--- src/rtl/dva_pkg.sv ---
package dva_pkg;

	// Width of the small edge counters used for precharge, refresh and grant settling.
	localparam int unsigned CNT_W = 2;

	typedef logic [CNT_W-1:0] dva_cnt_t;

	// Precharge-select codes, high bit first.
	localparam logic [1:0] PSEL_FAST  = 2'h0;
	localparam logic [1:0] PSEL_SLOW  = 2'h1;
	localparam logic [1:0] PSEL_MIXED = 2'h2;
	localparam logic [1:0] PSEL_LONG  = 2'h3;

	localparam dva_cnt_t PRE_EDGES_SHORT = 2'h1;
	localparam dva_cnt_t PRE_EDGES_LONG  = 2'h2;
	localparam dva_cnt_t REF_EDGES_SHORT = 2'h2;
	localparam dva_cnt_t REF_EDGES_LONG  = 2'h3;
	localparam dva_cnt_t GNT_WAIT_FIRST  = 2'h0;
	localparam dva_cnt_t GNT_WAIT_SECOND = 2'h1;
	localparam dva_cnt_t CNT_ONE         = 2'h1;

	localparam logic GNT_PORT_A = 1'b0;
	localparam logic GNT_PORT_B = 1'b1;

	typedef enum logic [1:0] {
		ST_IDLE    = 2'b00,
		ST_ACC_A   = 2'b01,
		ST_ACC_B   = 2'b10,
		ST_REFRESH = 2'b11
	} dva_state_e;

	// Counters are loaded with edges minus one so that zero means the time has run out.
	function automatic dva_cnt_t dva_prech_load(input logic [1:0] sel);
		return (sel == PSEL_FAST) ? PRE_EDGES_SHORT - CNT_ONE : PRE_EDGES_LONG - CNT_ONE;
	endfunction

	function automatic dva_cnt_t dva_ref_load(input logic [1:0] sel);
		return sel[0] ? REF_EDGES_LONG - CNT_ONE : REF_EDGES_SHORT - CNT_ONE;
	endfunction

	function automatic dva_cnt_t dva_gnt_wait(input logic [1:0] sel);
		return sel[0] ? GNT_WAIT_SECOND : GNT_WAIT_FIRST;
	endfunction

endpackage

--- src/rtl/dva_arbiter.sv ---
`timescale 1ns/100ps
module dva_arbiter
	import dva_pkg::*;
#(
	parameter int unsigned NUM_BANKS = 4,
	parameter int unsigned BANK_W    = 2
)(
	input  wire logic                 clk_sys_i,
	input  wire logic                 rst_n_i,
	input  wire logic                 port_a_chip_select_n_i,
	input  wire logic                 port_a_address_strobe_n_i,
	input  wire logic                 port_a_access_request_n_i,
	input  wire logic                 port_b_access_request_n_i,
	input  wire logic                 lock_n_i,
	input  wire logic                 refresh_request_i,
	input  wire logic [BANK_W-1:0]    bank_select_i,
	input  wire logic                 column_strobe_enable_n_i,
	input  wire logic                 column_hold_option_i,
	input  wire logic                 precharge_select_low_i,
	input  wire logic                 precharge_select_high_i,
	output logic                      port_b_granted_o,
	output logic [NUM_BANKS-1:0]      row_strobe_n_o,
	output logic                      column_strobe_n_o,
	output logic                      port_b_advance_ack_n_o,
	output logic                      port_a_wait_n_o,
	output logic                      refresh_active_o
);

	logic                 a_req;
	logic                 b_req;
	logic                 lock;
	logic                 busy;
	logic                 grant_hold;
	logic                 settled;
	logic                 grant_b;
	logic [1:0]           psel;
	logic                 bank_ready;
	logic                 all_ready;
	logic                 start_ref;
	logic                 start_a;
	logic                 start_b;
	logic [NUM_BANKS-1:0] prech_done;
	logic [NUM_BANKS-1:0] prech_start;
	dva_cnt_t             prech_load;

	dva_state_e           state_r;
	dva_state_e           state_nxt;
	logic [BANK_W-1:0]    bank_r;
	logic [BANK_W-1:0]    bank_nxt;
	dva_cnt_t             ref_cnt_r;
	dva_cnt_t             ref_cnt_nxt;

	logic [NUM_BANKS-1:0] ras_n_r;
	logic [NUM_BANKS-1:0] ras_n_nxt;
	logic                 col_n_r;
	logic                 col_n_nxt;
	logic                 ack_n_r;
	logic                 ack_n_nxt;
	logic                 wait_n_r;
	logic                 wait_n_nxt;
	logic                 ref_act_r;
	logic                 ref_act_nxt;

	// No synchroniser here: every request is sampled as already clock-aligned.
	assign a_req = !port_a_chip_select_n_i &&
		(!port_a_address_strobe_n_i || !port_a_access_request_n_i);
	assign b_req      = !port_b_access_request_n_i;
	assign lock       = !lock_n_i;
	assign psel       = {precharge_select_high_i, precharge_select_low_i};
	assign busy       = (state_r == ST_ACC_A) || (state_r == ST_ACC_B);
	assign prech_load = dva_prech_load(psel);
	assign bank_ready = prech_done[bank_select_i];
	assign all_ready  = &prech_done;

	// Refresh also freezes the grant, so a grant change never lands on a refresh edge.
	assign grant_hold = (state_r != ST_IDLE) || refresh_request_i;

	// Refresh is checked ahead of both ports, and the grant picks which port may go.
	assign start_ref = refresh_request_i && all_ready;
	assign start_a   = (grant_b == GNT_PORT_A) && a_req && settled && bank_ready &&
		!refresh_request_i;
	assign start_b   = (grant_b == GNT_PORT_B) && b_req && settled && bank_ready &&
		!refresh_request_i;

	generate
		if (NUM_BANKS != (1 << BANK_W))
		begin : g_bad_banks
			$error("NUM_BANKS must equal two to the power BANK_W");
		end
		for (genvar i = 0; i < NUM_BANKS; i++)
		begin : g_bank
			dva_prech_timer u_timer (
				.clk_sys_i (clk_sys_i),
				.rst_n_i   (rst_n_i),
				.start_i   (prech_start[i]),
				.load_i    (prech_load),
				.done_o    (prech_done[i])
			);
		end
	endgenerate

	dva_grant_unit u_grant (
		.clk_sys_i   (clk_sys_i),
		.rst_n_i     (rst_n_i),
		.a_req_i     (a_req),
		.b_req_i     (b_req),
		.lock_i      (lock),
		.busy_i      (grant_hold),
		.wait_load_i (dva_gnt_wait(psel)),
		.grant_b_o   (grant_b),
		.settled_o   (settled)
	);

	always_comb
	begin
		state_nxt   = state_r;
		bank_nxt    = bank_r;
		ref_cnt_nxt = ref_cnt_r;
		prech_start = '0;
		unique case (state_r)
			ST_IDLE:
			begin
				if (start_ref)
				begin
					state_nxt   = ST_REFRESH;
					ref_cnt_nxt = dva_ref_load(psel);
				end
				else if (start_a)
				begin
					state_nxt = ST_ACC_A;
					bank_nxt  = bank_select_i;
				end
				else if (start_b)
				begin
					state_nxt = ST_ACC_B;
					bank_nxt  = bank_select_i;
				end
			end
			ST_ACC_A:
			begin
				if (!a_req)
				begin
					state_nxt           = ST_IDLE;
					prech_start[bank_r] = 1'b1;
				end
			end
			ST_ACC_B:
			begin
				if (!b_req)
				begin
					state_nxt           = ST_IDLE;
					prech_start[bank_r] = 1'b1;
				end
			end
			ST_REFRESH:
			begin
				if (ref_cnt_r == '0)
				begin
					state_nxt   = ST_IDLE;
					prech_start = '1;
				end
				else
					ref_cnt_nxt = ref_cnt_r - CNT_ONE;
			end
		endcase
	end

	always_ff @(posedge clk_sys_i)
	begin
		if (!rst_n_i)
		begin
			state_r   <= ST_IDLE;
			bank_r    <= '0;
			ref_cnt_r <= '0;
		end
		else
		begin
			state_r   <= state_nxt;
			bank_r    <= bank_nxt;
			ref_cnt_r <= ref_cnt_nxt;
		end
	end

	always_comb
	begin
		ras_n_nxt = '1;
		if (state_nxt == ST_REFRESH)
			ras_n_nxt = '0;
		else if (state_nxt == ST_ACC_A || state_nxt == ST_ACC_B)
			ras_n_nxt[bank_nxt] = 1'b0;
		// Column strobe trails the row strobe by one clock to give the address time to turn.
		col_n_nxt = !((busy && state_nxt == state_r && !column_strobe_enable_n_i) ||
			(column_hold_option_i && !col_n_r && !column_strobe_enable_n_i));
		ack_n_nxt   = !(state_nxt == ST_ACC_B);
		wait_n_nxt  = !(a_req && state_nxt != ST_ACC_A);
		ref_act_nxt = (state_nxt == ST_REFRESH);
	end

	always_ff @(posedge clk_sys_i)
	begin
		if (!rst_n_i)
		begin
			ras_n_r   <= '1;
			col_n_r   <= 1'b1;
			ack_n_r   <= 1'b1;
			wait_n_r  <= 1'b1;
			ref_act_r <= 1'b0;
		end
		else
		begin
			ras_n_r   <= ras_n_nxt;
			col_n_r   <= col_n_nxt;
			ack_n_r   <= ack_n_nxt;
			wait_n_r  <= wait_n_nxt;
			ref_act_r <= ref_act_nxt;
		end
	end

	assign port_b_granted_o       = grant_b;
	assign row_strobe_n_o         = ras_n_r;
	assign column_strobe_n_o      = col_n_r;
	assign port_b_advance_ack_n_o = ack_n_r;
	assign port_a_wait_n_o        = wait_n_r;
	assign refresh_active_o       = ref_act_r;
endmodule

--- src/rtl/dva_grant_unit.sv ---
`timescale 1ns/100ps
module dva_grant_unit
	import dva_pkg::*;
(
	input  wire logic     clk_sys_i,
	input  wire logic     rst_n_i,
	input  wire logic     a_req_i,
	input  wire logic     b_req_i,
	input  wire logic     lock_i,
	input  wire logic     busy_i,
	input  wire dva_cnt_t wait_load_i,
	output logic          grant_b_o,
	output logic          settled_o
);

	logic     grant_r;
	logic     grant_nxt;
	dva_cnt_t wait_r;
	dva_cnt_t wait_nxt;

	always_comb
	begin
		grant_nxt = grant_r;
		wait_nxt  = (wait_r != '0) ? wait_r - CNT_ONE : wait_r;
		// A held lock or a running access pins the grant to the current owner.
		if (!busy_i && !lock_i)
		begin
			if (grant_r == GNT_PORT_A && !a_req_i && b_req_i)
			begin
				grant_nxt = GNT_PORT_B;
				wait_nxt  = wait_load_i;
			end
			else if (grant_r == GNT_PORT_B && !b_req_i && a_req_i)
			begin
				grant_nxt = GNT_PORT_A;
				wait_nxt  = wait_load_i;
			end
		end
	end

	always_ff @(posedge clk_sys_i)
	begin
		if (!rst_n_i)
		begin
			grant_r <= GNT_PORT_A;
			wait_r  <= '0;
		end
		else
		begin
			grant_r <= grant_nxt;
			wait_r  <= wait_nxt;
		end
	end

	assign grant_b_o = grant_r;
	assign settled_o = (wait_r == '0);

endmodule

--- src/rtl/dva_prech_timer.sv ---
`timescale 1ns/100ps
module dva_prech_timer
	import dva_pkg::*;
(
	input  wire logic     clk_sys_i,
	input  wire logic     rst_n_i,
	input  wire logic     start_i,
	input  wire dva_cnt_t load_i,
	output logic          done_o
);

	dva_cnt_t cnt_r;
	dva_cnt_t cnt_nxt;

	always_comb
	begin
		cnt_nxt = cnt_r;
		if (start_i)
			cnt_nxt = load_i;
		else if (cnt_r != '0)
			cnt_nxt = cnt_r - CNT_ONE;
	end

	always_ff @(posedge clk_sys_i)
	begin
		if (!rst_n_i)
			cnt_r <= '0;
		else
			cnt_r <= cnt_nxt;
	end

	assign done_o = (cnt_r == '0);

endmodule

--- config.mk ---
export PLATFORM = sky130hd
export DESIGN_NAME = dva_arbiter
export DESIGN_NICKNAME = d
export VERILOG_FILES = /design/src/rtl/dva_pkg.sv /design/src/rtl/dva_arbiter.sv /design/src/rtl/dva_grant_unit.sv /design/src/rtl/dva_prech_timer.sv
export SDC_FILE = /design/constraint.sdc
export NUM_CORES = 1
export LEC_CHECK = 0
export ABC_AREA = 1
export BUFFER_PORTS_ARGS = -buffer_cell sky130_fd_sc_hd__buf_2
export CORE_MARGIN = 3
export CORE_UTILIZATION = 30
export CTS_BUF_LIST = sky130_fd_sc_hd__clkbuf_4 sky130_fd_sc_hd__clkbuf_8
export CTS_CLUSTER_SIZE = 12
export DETAILED_ROUTE_END_ITERATION = 8
export PLACE_DENSITY_LB_ADDON = 0.2
export SLEW_MARGIN = 30
export SYNTH_ARGS = -nofsm -noshare
export SYNTH_HDL_FRONTEND = slang
export SYNTH_SLANG_ARGS = --single-unit
--- constraint.sdc ---
create_clock -name clk_sys_i -period 2.1 [get_ports clk_sys_i]
set_input_delay 0.42 -clock clk_sys_i [delete_from_list [all_inputs] [get_ports clk_sys_i]]
set_output_delay 0.42 -clock clk_sys_i [all_outputs]
set_load 0.1 [all_outputs]
==> tab_implementation.tex, run 1 <==
\begin{tabular}{lr}
\hline
Metric & Value \\
\hline
\multicolumn{2}{l}{\textbf{Min path}} \\
Hold path startpoint & column\_strobe\_enable\_n\_i \\
Hold Path Stages & 3 \\
Classification of the worst-slack hold path & input pin to flop \\
Hold EP & column\_strobe\_n\_o \\
\multicolumn{2}{l}{\textbf{Critical path}} \\
Data required time at the worst endpoint & roughly 2.3 ns \\
Critical path start-end classification & flop to flop \\
Delay contributed by the slowest stage of the critical path & between 0.3 and 0.4 ns \\
RR Endpoint & row\_strobe\_n\_o[0] \\
Flop2flop setup slack & $\sim$0.09 ns \\
Critical path startpoint category & flop \\
Max stage delay cell, worst path & dfxtp\_2 \\
Reg-to-reg critical path startpoint & g\_bank[3].u\_timer.cnt\_r[1] \\
Type of destination of the critical path & flop \\
Data arrival at the endpoint of the critical path & 2.23 ns \\
Largest fanout on the critical path & 4 \\
R2R cell count & 16 \\
CP Launch Point & g\_bank[3].u\_timer.cnt\_r[1] \\
Sequence of cells on the critical path & inv\_1, ha\_2, nand2\_1, nand3\_2, nand2\_2, nor2\_4, inv\_2, nand2\_1, nand2\_2, nand2\_2, inv\_2, ha\_4, nor2\_4, buf\_4, buf\_4, a31oi\_2 \\
Most repeated library cell on the critical path & nand2\_2 \\
\multicolumn{2}{l}{\textbf{Clock tree}} \\
TritonCTS buffer count & 3 \\
Clock root cell & clkbuf\_8 \\
Clock latency at the later pin of the worst-skew pair & 0.27 ns \\
H-tree levels & 1 \\
Clock tree from TritonCTS & built \\
CTS Hold Bufs & 0 \\
Clock transition at the registers of the reported paths & approximately 0.10 ns \\
Num Clock Sinks & 25 \\
Bufs on Longest Clock Path & 2 \\
\multicolumn{2}{l}{\textbf{Pwr}} \\
Internal Dissipation & roughly 1.7 mW \\
PD cells & about 1600 nW/µm² \\
Flop pwr share & around 22\% \\
Leakage dissipation & roughly 0.99 nW \\
Logic gate share of total power & between 60\% and 70\% \\
Worst VDD drop & 0.715 mV \\
Sw Pwr & 1.57 mW \\
Post-layout total power & about 3.3 mW \\
Switching portion of total power & approximately 48\% \\
Clk pwr share & approximately a tenth \\
\multicolumn{2}{l}{\textbf{Layout}} \\
Fin nets & just under 300 \\
Final non-filler cell total & roughly 330 \\
Synthesis-to-layout area growth & 37.7\% \\
Storage cell area & 510 µm² \\
Number of filler cells placed in the layout & around 470 \\
Final core occ & $\sim$45\% \\
Leading cell type in the layout, fill and taps excluded & nand2\_1 \\
Number of antenna repair diodes & 0 \\
Area of the multi-input gates & about 930 µm² \\
Layout cell share with drive strength beyond 1 & a little over a third \\
Most frequent cells in the layout & nand2\_1, inv\_1, buf\_4, nor2\_1, buf\_2 \\
Non-Filler Cell Area, Final & just over 2000 µm² \\
\multicolumn{2}{l}{\textbf{Die}} \\
Number of top-level pins & 23 \\
Initial cell density of the core & roughly a third \\
Area of the core & 4530 µm² \\
Number of rows created at floorplan & 24 \\
Die Area & around 5800 µm² \\
Die extent in x & roughly 76 µm \\
Floorplan die height & $\sim$76 µm \\
\multicolumn{2}{l}{\textbf{Global routing}} \\
Grt ovf & 0 \\
Number of antenna violations at the first check in global routing & 0 \\
GR Util All Layers & roughly an eighth \\
Largest net degree at the start of global routing & 16 \\
Global-route wire length before repair & between 5000 and 6000 µm \\
Number of global-route vias before repair & about 1300 \\
\multicolumn{2}{l}{\textbf{Placement}} \\
Count of placed standard cells including taps & 327 \\
Global placer's final weighted congestion & roughly 0.8 \\
I/O Buffers & 22 \\
Final HPWL from detailed placement & $\sim$2600 µm \\
DP Worst Slack & -0.0738 ns \\
Area after detailed placement & 1830 µm² \\
\multicolumn{2}{l}{\textbf{Drt}} \\
Post-Route WL & between 3000 and 4000 µm \\
1st-pass router iterations & 3 \\
Drt via density & approximately 4.3 \\
Via total after detailed routing & roughly 1400 \\
Wirelength per Cell & around 10 µm \\
DRT iter0 DRCs & 28 \\
Antenna Nets Post-Route & 0 \\
Remaining design rule violation count & 0 \\
\multicolumn{2}{l}{\textbf{Yosys}} \\
Part of the Yosys area used for sequential elements & about a third \\
Synth area leaders & dfxtp\_1, nand2\_1, ha\_1 \\
Count of state elements after synthesis & 25 \\
Synth Area per Inst & 6.72 µm² \\
Cell taking the most area after synthesis & dfxtp\_1 \\
Post-synth EDFFs & 0 \\
Proportion of synthesized flip-flops having asynchronous set or reset & 0\% \\
Fraction of post-synthesis cell area in the top cell type by area & roughly 34\% \\
Top\_reg\_cell synth & dfxtp\_1 \\
Cell count after synthesis & $\sim$220 \\
Net count after synthesis & 244 \\
Number of library cell types mapped by synthesis & 29 \\
Number of warning messages in the yosys log & 0 \\
Netlist area before placement & 1470 µm² \\
\multicolumn{2}{l}{\textbf{Timing}} \\
Setup WS post-layout & between 0.08 and 0.09 ns \\
Worst setup skew after layout & around 0.0066 ns \\
Sum of negative setup slack & 0 ns \\
Total of endpoints with negative setup slack in the final report & 0 \\
Tcrit/Tclk final & 95.8\% \\
Shortest period the worst path allows & 2.01 ns \\
Max\_slew headroom & 67.7\% \\
Maximum clock rate & 0.497 GHz \\
Post-Route Hold Slack & about 0.34 ns \\
Fin. max-slew vios & 0 \\
Number of hold violations in the final report & 0 \\
Worst-Margin Slew & between 0.4 and 0.5 ns \\
\multicolumn{2}{l}{\textbf{Run}} \\
Max-cap violations & 0 \\
\multicolumn{2}{l}{\textbf{Outcome}} \\
Outcome & finished clean \\
\hline
\end{tabular}
synthesized netlist by cell type, types with 2 or more instances:
library cell	n
a21oi_1	10
nand2_1	48
ha_1	12
o21ai_1	2
inv_1	33
nand2_2	5
xor2_1	3
nand3_1	19
a211oi_1	2
nor3_1	3
clkbuf_1	2
dfxtp_1	25
nor2_1	26
and3_1	2
o21ai_0	8
inv_2	5
power groups by stage:
stage / Combinational, mW / Sequential (mW) / Clock, mW
2_1_floorplan: 0.941 / 1.06 / 0
3_3_place_gp: 1.91 / 0.712 / 0
3_5_place_dp: 1.91 / 0.714 / 0
4_1_cts: 1.94 / 0.702 / 0.318
5_1_grt: 2.51 / 0.741 / 0.331
6_report: 2.26 / 0.716 / 0.306
critical path, delay by kind of cell (launching register included):
family / cells / cell delay [ns]
buffers and inverters: 5 / 0.39
and+or+nand+nor: 8 / 0.59
adders and majority gates: 2 / 0.47
DFF: 1 / 0.33
AOI/OAI and AO/OA: 1 / 0.15
timing repair:
| action | CTS | global route |
|---|---|---|
| gates cloned | 0 | 0 |
| gates resized for setup | 3 | 32 |
| pin swaps | 1 | 8 |
| setup buffers | 0 | 2 |
| endpoints found under the setup margin | 4 | 4 |
area by class of cell:
| class | count | area share (%) |
|---|---|---|
| Clock buffer | 3 | 2.05 |
| Clock inverter | 1 | 0.372 |
| Inverter | 38 | 7.07 |
| Multi-Input combinational cell | 153 | 46.1 |
| Sequential cell | 25 | 25.3 |
| Tap cell | 65 | 4.03 |
| Timing Repair Buffer | 48 | 15.1 |
sequential cells by signal, indices dropped and copies added, names as in the netlist:
register and flops:
row_strobe_n_o 4, port_b_advance_ack_n_o 1, bank_r 2, refresh_active_o 1, state_r 2, g_bank.u_timer.cnt_r 8, ref_cnt_r 2, u_grant.grant_b_o 1
column_strobe_n_o 1, port_a_wait_n_o 1, u_grant.wait_r 2
routing by layer:
layer	vias to the layer above	GRT usage, %	wire length [µm]
met4	0	3.50	40
met2	13	20.7	1640
met5	-	0	0
li1	786	-	-
met3	4	1.85	73
met1	639	16.0	1730
worst max-delay path by stage:
stage,endpoint
floorplan,row_strobe_n_o[1]
global placement,row_strobe_n_o[3]
detailed placement,row_strobe_n_o[3]
CTS,row_strobe_n_o[3]
global route,row_strobe_n_o[2]
finish,row_strobe_n_o[0]
logic make-up after synthesis:
group | share of synthesized area [%]
XOR/XNOR | 1.79
buffers and inverters | 10.2
AO/OA/AOI/OAI | 11.5
adder cells (fa/ha/maj) | 10.2
AND/OR/NAND/NOR | 32.0
flip-flops | 34.2
Note: power is estimated with default switching activity, not from simulation.
==> inputs of run 2 (changes only) <==
RECOVER_POWER = 100   (was unset)
REMOVE_ABC_BUFFERS = 1   (was unset)
==> tab_implementation.tex, run 2 (synthesized netlist as in run 1, its figures left out) <==
\begin{tabular}{lr}
\hline
Metric & Value \\
\hline
\multicolumn{2}{l}{\textbf{Outcome}} \\
Outcome & finished clean \\
\multicolumn{2}{l}{\textbf{Die}} \\
Die Area & around 5800 µm² \\
Number of rows created at floorplan & 24 \\
Die extent in x & approximately 76 µm \\
Floorplan die height & around 76 µm \\
Number of top-level pins & 23 \\
Area of the core & around 4500 µm² \\
Initial cell density of the core & approximately a third \\
\multicolumn{2}{l}{\textbf{Clock tree}} \\
Clock root cell & clkbuf\_8 \\
H-tree levels & 1 \\
TritonCTS buffer count & 3 \\
CTS Hold Bufs & 0 \\
Num Clock Sinks & 25 \\
Clock transition at the registers of the reported paths & 0.09 ns \\
Clock latency at the later pin of the worst-skew pair & $\sim$0.27 ns \\
Bufs on Longest Clock Path & 2 \\
Clock tree from TritonCTS & built \\
\multicolumn{2}{l}{\textbf{Timing}} \\
Tcrit/Tclk final & 91.2\% \\
Maximum clock rate & 0.522 GHz \\
Sum of negative setup slack & 0 ns \\
Number of hold violations in the final report & 0 \\
Fin. max-slew vios & 0 \\
Shortest period the worst path allows & approximately 1.9 ns \\
Total of endpoints with negative setup slack in the final report & 0 \\
Worst setup skew after layout & about 0.0057 ns \\
Setup repair after global routing missed its margin & yes \\
Worst-Margin Slew & approximately 0.55 ns \\
Max\_slew headroom & a little under two thirds \\
\multicolumn{2}{l}{\textbf{Drt}} \\
DRT iter0 DRCs & 39 \\
Remaining design rule violation count & 0 \\
Post-Route WL & about 3300 µm \\
1st-pass router iterations & 4 \\
Via total after detailed routing & between 1000 and 1500 \\
Antenna Nets Post-Route & 0 \\
Wirelength per Cell & 10.1 µm \\
Drt via density & $\sim$4.3 \\
\multicolumn{2}{l}{\textbf{Pwr}} \\
Post-layout total power & around 3.1 mW \\
PD cells & 1590 nW/µm² \\
Worst VDD drop & between 0.5 and 0.6 mV \\
Leakage dissipation & 0.970 nW \\
\multicolumn{2}{l}{\textbf{Layout}} \\
Fin nets & 293 \\
Largest register FFs & 8 \\
Synthesis-to-layout area growth & 33.0\% \\
Leading cell type in the layout, fill and taps excluded & nand2\_1 \\
Most frequent cells in the layout & nand2\_1, inv\_1, nor2\_1, buf\_4, dfxtp\_1 \\
Layout cell share with drive strength beyond 1 & 30.5\% \\
Biggest register & g\_bank.u\_timer.cnt\_r \\
Number of antenna repair diodes & 0 \\
Final core occ & a little over two fifths \\
\multicolumn{2}{l}{\textbf{Placement}} \\
I/O Buffers & 22 \\
Global placer's final weighted congestion & slightly above 0.8 \\
Final HPWL from detailed placement & 2720 µm \\
\multicolumn{2}{l}{\textbf{Critical path}} \\
Data arrival at the endpoint of the critical path & $\sim$2.1 ns \\
Largest fanout on the critical path & 5 \\
Reg-to-reg critical path startpoint & state\_r[1] \\
Critical path start-end classification & flop to flop \\
Data required time at the worst endpoint & about 2.3 ns \\
Type of destination of the critical path & flop \\
Critical path startpoint category & flop \\
CP Launch Point & state\_r[1] \\
\multicolumn{2}{l}{\textbf{Min path}} \\
Hold path startpoint & column\_strobe\_enable\_n\_i \\
Classification of the worst-slack hold path & input pin to flop \\
\multicolumn{2}{l}{\textbf{Global routing}} \\
Global-route wire length before repair & 5920 µm \\
Largest net degree at the start of global routing & 15 \\
Number of global-route vias before repair & around 1400 \\
GR Util All Layers & a little over an eighth \\
Number of antenna violations at the first check in global routing & 0 \\
Grt ovf & 0 \\
\multicolumn{2}{l}{\textbf{Run}} \\
Max-cap violations & 0 \\
\hline
\end{tabular}
[run 2: changes by cell type in the layout (fill, tap and decap cells not counted), sizes merged]
cell	before	now
clkbuf	3	13
buf	48	36
clkinvlp	1	0
clkinv	0	1
[run 2: layer usage]
| metal | track usage, % | routed length (µm) |
|---|---|---|
| met3 | 2.11 | 100 |
| met5 | 0 | 0 |
| met4 | 3.50 | 39 |
| met1 | 17.7 | 1700 |
| met2 | 22.5 | 1490 |
[run 2: path summary, 6_finish.rpt]
kind                        to  slack [ns]  depth (start not counted)
max          row_strobe_n_o[0]        0.19                         12
min reg2reg  u_grant.wait_r[1]        0.45                          2
min          column_strobe_n_o        0.33                          3
max reg2reg  row_strobe_n_o[0]        0.19                         12
[run 2: cell type report]
cell class / count / area, µm²
inverter: 38 / 143
tap: 65 / 81.3
fill: 465 / 2590
sequential: 25 / 507
multi-input combinational: 153 / 885
clock buffer: 3 / 41.3
clock inverter: 1 / 5.00
timing repair buffer: 46 / 287
[run 2: stage by stage]
step,cell area (µm²),worst slack (ns),hold WS (ns),cells
5_1_grt,1950,0.0147,0.355,331
6_report,1950,0.186,0.327,331
2_1_floorplan,1460,-0.289,0.426,216
3_5_place_dp,1820,-0.0280,0.442,326
4_1_cts,1870,0.0106,0.322,330
3_3_place_gp,1820,0.0168,0.439,326
[run 2: report_power, final]
part	switching, mW	internal (mW)
Clock	0.156	0.133
Combinational	1.26	0.837
Sequential	0.0722	0.642
Total	1.49	1.61
[run 2: critical path, stage by stage, from the launching register on]
cell     delay [ns]
dfxtp_1        0.35
inv_1          0.16
ha_1           0.24
o21ai_1        0.13
nor2_1         0.12
nand2_1        0.10
nand2_2        0.11
buf_4          0.12
inv_1          0.05
ha_1           0.19
nand2_1        0.07
inv_2          0.06
a31oi_2        0.15
[run 2: what timing repair did]
item | in CTS | in global routing
pin swaps | 0 | 2
resized for setup | 2 | 20
setup endpoints to repair | 3 | 4
setup buffers | 0 | 1
hold endpoints to repair | 0 | 0
==> inputs of run 3 (changes only) <==
GPL_TIMING_DRIVEN = 0   (was unset)
==> tab_implementation.tex, run 3 (synthesized netlist as in run 1, its figures left out) <==
\begin{tabular}{lr}
\hline
Metric & Value \\
\hline
\multicolumn{2}{l}{\textbf{Outcome}} \\
Outcome & finished clean \\
\multicolumn{2}{l}{\textbf{Critical path}} \\
Data required time at the worst endpoint & roughly 2.3 ns \\
Count of buffering cells on the critical path with inverters included & 3 \\
Type of destination of the critical path & flop \\
Top delay family on crit path & simple AND/OR/NAND/NOR gates \\
Sequence of cells on the critical path & inv\_1, ha\_4, inv\_1, nand2\_1, nand3\_1, nand2\_1, nand2\_2, nand2\_1, nand2\_1, nand2\_2, nand2\_4, inv\_2, ha\_4, nor2\_4, nand3\_2, nor2\_1, nor2\_1 \\
Largest fanout on the critical path & 6 \\
Critical path start-end classification & flop to flop \\
Most repeated library cell on the critical path & nand2\_1 \\
Critical path startpoint category & flop \\
Data arrival at the endpoint of the critical path & 2.08 ns \\
Max stage delay cell, worst path & dfxtp\_2 \\
Delay contributed by the slowest stage of the critical path & $\sim$0.33 ns \\
\multicolumn{2}{l}{\textbf{Die}} \\
Initial cell density of the core & 32.3\% \\
Die extent in x & between 70 and 80 µm \\
Area of the core & about 4500 µm² \\
Number of top-level pins & 23 \\
Die Area & 5760 µm² \\
Floorplan die height & between 70 and 80 µm \\
Number of rows created at floorplan & 24 \\
\multicolumn{2}{l}{\textbf{Clock tree}} \\
Num Clock Sinks & 25 \\
Clock root cell & clkbuf\_8 \\
TritonCTS buffer count & 3 \\
Clock tree from TritonCTS & built \\
Clock transition at the registers of the reported paths & 0.09 ns \\
Clock latency at the later pin of the worst-skew pair & approximately 0.27 ns \\
Bufs on Longest Clock Path & 2 \\
H-tree levels & 1 \\
\multicolumn{2}{l}{\textbf{Drt}} \\
Post-Route WL & 3170 µm \\
Remaining design rule violation count & 0 \\
Via total after detailed routing & 1355 \\
Wirelength per Cell & between 10 and 15 µm \\
Antenna Nets Post-Route & 0 \\
DRT iter0 DRCs & 56 \\
1st-pass router iterations & 4 \\
Drt via density & approximately 4.3 \\
\multicolumn{2}{l}{\textbf{Timing}} \\
Max\_slew headroom & a little under two thirds \\
Number of hold violations in the final report & 0 \\
Worst setup skew after layout & 0.00419 ns \\
Maximum clock rate & between 0.5 and 0.6 GHz \\
Tcrit/Tclk final & about nine tenths \\
Shortest period the worst path allows & about 1.9 ns \\
Worst-Margin Slew & 0.546 ns \\
Total of endpoints with negative setup slack in the final report & 0 \\
Fin. max-slew vios & 0 \\
Post-Route Hold Slack & about 0.33 ns \\
Sum of negative setup slack & 0 ns \\
\multicolumn{2}{l}{\textbf{Layout}} \\
Number of filler cells placed in the layout & 494 \\
Biggest register & g\_bank.u\_timer.cnt\_r \\
Most frequent cells in the layout & nand2\_1, inv\_1, nor2\_1, nand3\_1, dfxtp\_1 \\
Synthesis-to-layout area growth & 27.0\% \\
Fin nets & $\sim$280 \\
Number of antenna repair diodes & 0 \\
Largest register FFs & 8 \\
Leading cell type in the layout, fill and taps excluded & nand2\_1 \\
Layout cell share with drive strength beyond 1 & 29.3\% \\
\multicolumn{2}{l}{\textbf{Placement}} \\
I/O Buffers & 22 \\
Global placer's final weighted congestion & 0.791 \\
Final HPWL from detailed placement & between 2000 and 2500 µm \\
\multicolumn{2}{l}{\textbf{Pwr}} \\
Leakage dissipation & approximately 0.9 nW \\
Worst VDD drop & 0.633 mV \\
PD cells & 1590 nW/µm² \\
\multicolumn{2}{l}{\textbf{Global routing}} \\
GR Util All Layers & about an eighth \\
Grt ovf & 0 \\
Number of global-route vias before repair & between 1000 and 1500 \\
M3 GR Usage & 2.37\% \\
Largest net degree at the start of global routing & 16 \\
Number of antenna violations at the first check in global routing & 0 \\
Global-route wire length before repair & 5150 µm \\
Grt met2 use & roughly a fifth \\
Global Route met1 Usage & 15.9\% \\
Most used routing layer in global routing & met2 \\
\multicolumn{2}{l}{\textbf{Min path}} \\
Classification of the worst-slack hold path & input pin to flop \\
\multicolumn{2}{l}{\textbf{Run}} \\
Max-cap violations & 0 \\
\hline
\end{tabular}
-- run 3: cell count changes in the layout (fill, tap and decap cells not counted), sizes merged --
cell / previous run / this run
buf: 36 / 20
clkinvlp: 0 / 1
clkbuf: 13 / 12
clkinv: 1 / 0
-- run 3: stage by stage --
stage	util (%)	setup WS, ns	cell area [µm²]	std cells	power (mW)
finish	41.0	0.193	1860	314	2.95
global route	41.0	-0.00788	1860	314	3.25
CTS	38.2	0.00983	1730	307	2.67
detailed placement	36.4	-0.181	1650	303	2.28
global placement	36.4	-0.181	1650	303	2.28
floorplan	-	-0.289	1460	216	2.00
-- run 3: timing repair --
action | in CTS | in global routing
hold buffers | 0 | 0
endpoints found under the setup margin | 4 | 4
pin swaps | 1 | 8
cloned | 0 | 0
setup buffers | 0 | 7
gates resized for setup | 12 | 21
-- run 3: tightest hold or removal path: stages --
cell and delay, ns:
buf_2 0.07, nor2_1 0.03, nand2_1 0.05
-- run 3: layout make-up --
type	count	area, µm²	area share [%]
tap	65	81.3	4.37
multi-input combinational	153	915	49.2
inverter	38	143	7.67
timing repair buffer	29	163	8.74
clock inverter	1	7.51	0.403
sequential	25	510	27.4
clock buffer	3	41.3	2.22
-- run 3: per-layer routing --
layer,part of all wire [%],wire length (µm)
met1,50,1600
met2,45,1440
met3,3.1,98
met4,0.85,27
met5,0,0
-- run 3: where the power goes --
part	switching, mW	leakage (nW)	internal, mW	total [mW]
clock network	0.162	0.0217	0.135	0.297
logic	1.22	0.665	0.708	1.93
registers	0.0807	0.208	0.646	0.727
total	1.46	0.895	1.49	2.95
-- run 3: worst paths after layout --
check                        startpoint                end  depth (start not counted)  slack [ns]
max          g_bank[1].u_timer.cnt_r[1]  row_strobe_n_o[3]                         17        0.19
min            column_strobe_enable_n_i  column_strobe_n_o                          3        0.33
max reg2reg  g_bank[1].u_timer.cnt_r[1]  row_strobe_n_o[3]                         17        0.19
min reg2reg           u_grant.wait_r[0]  u_grant.wait_r[1]                          2        0.46
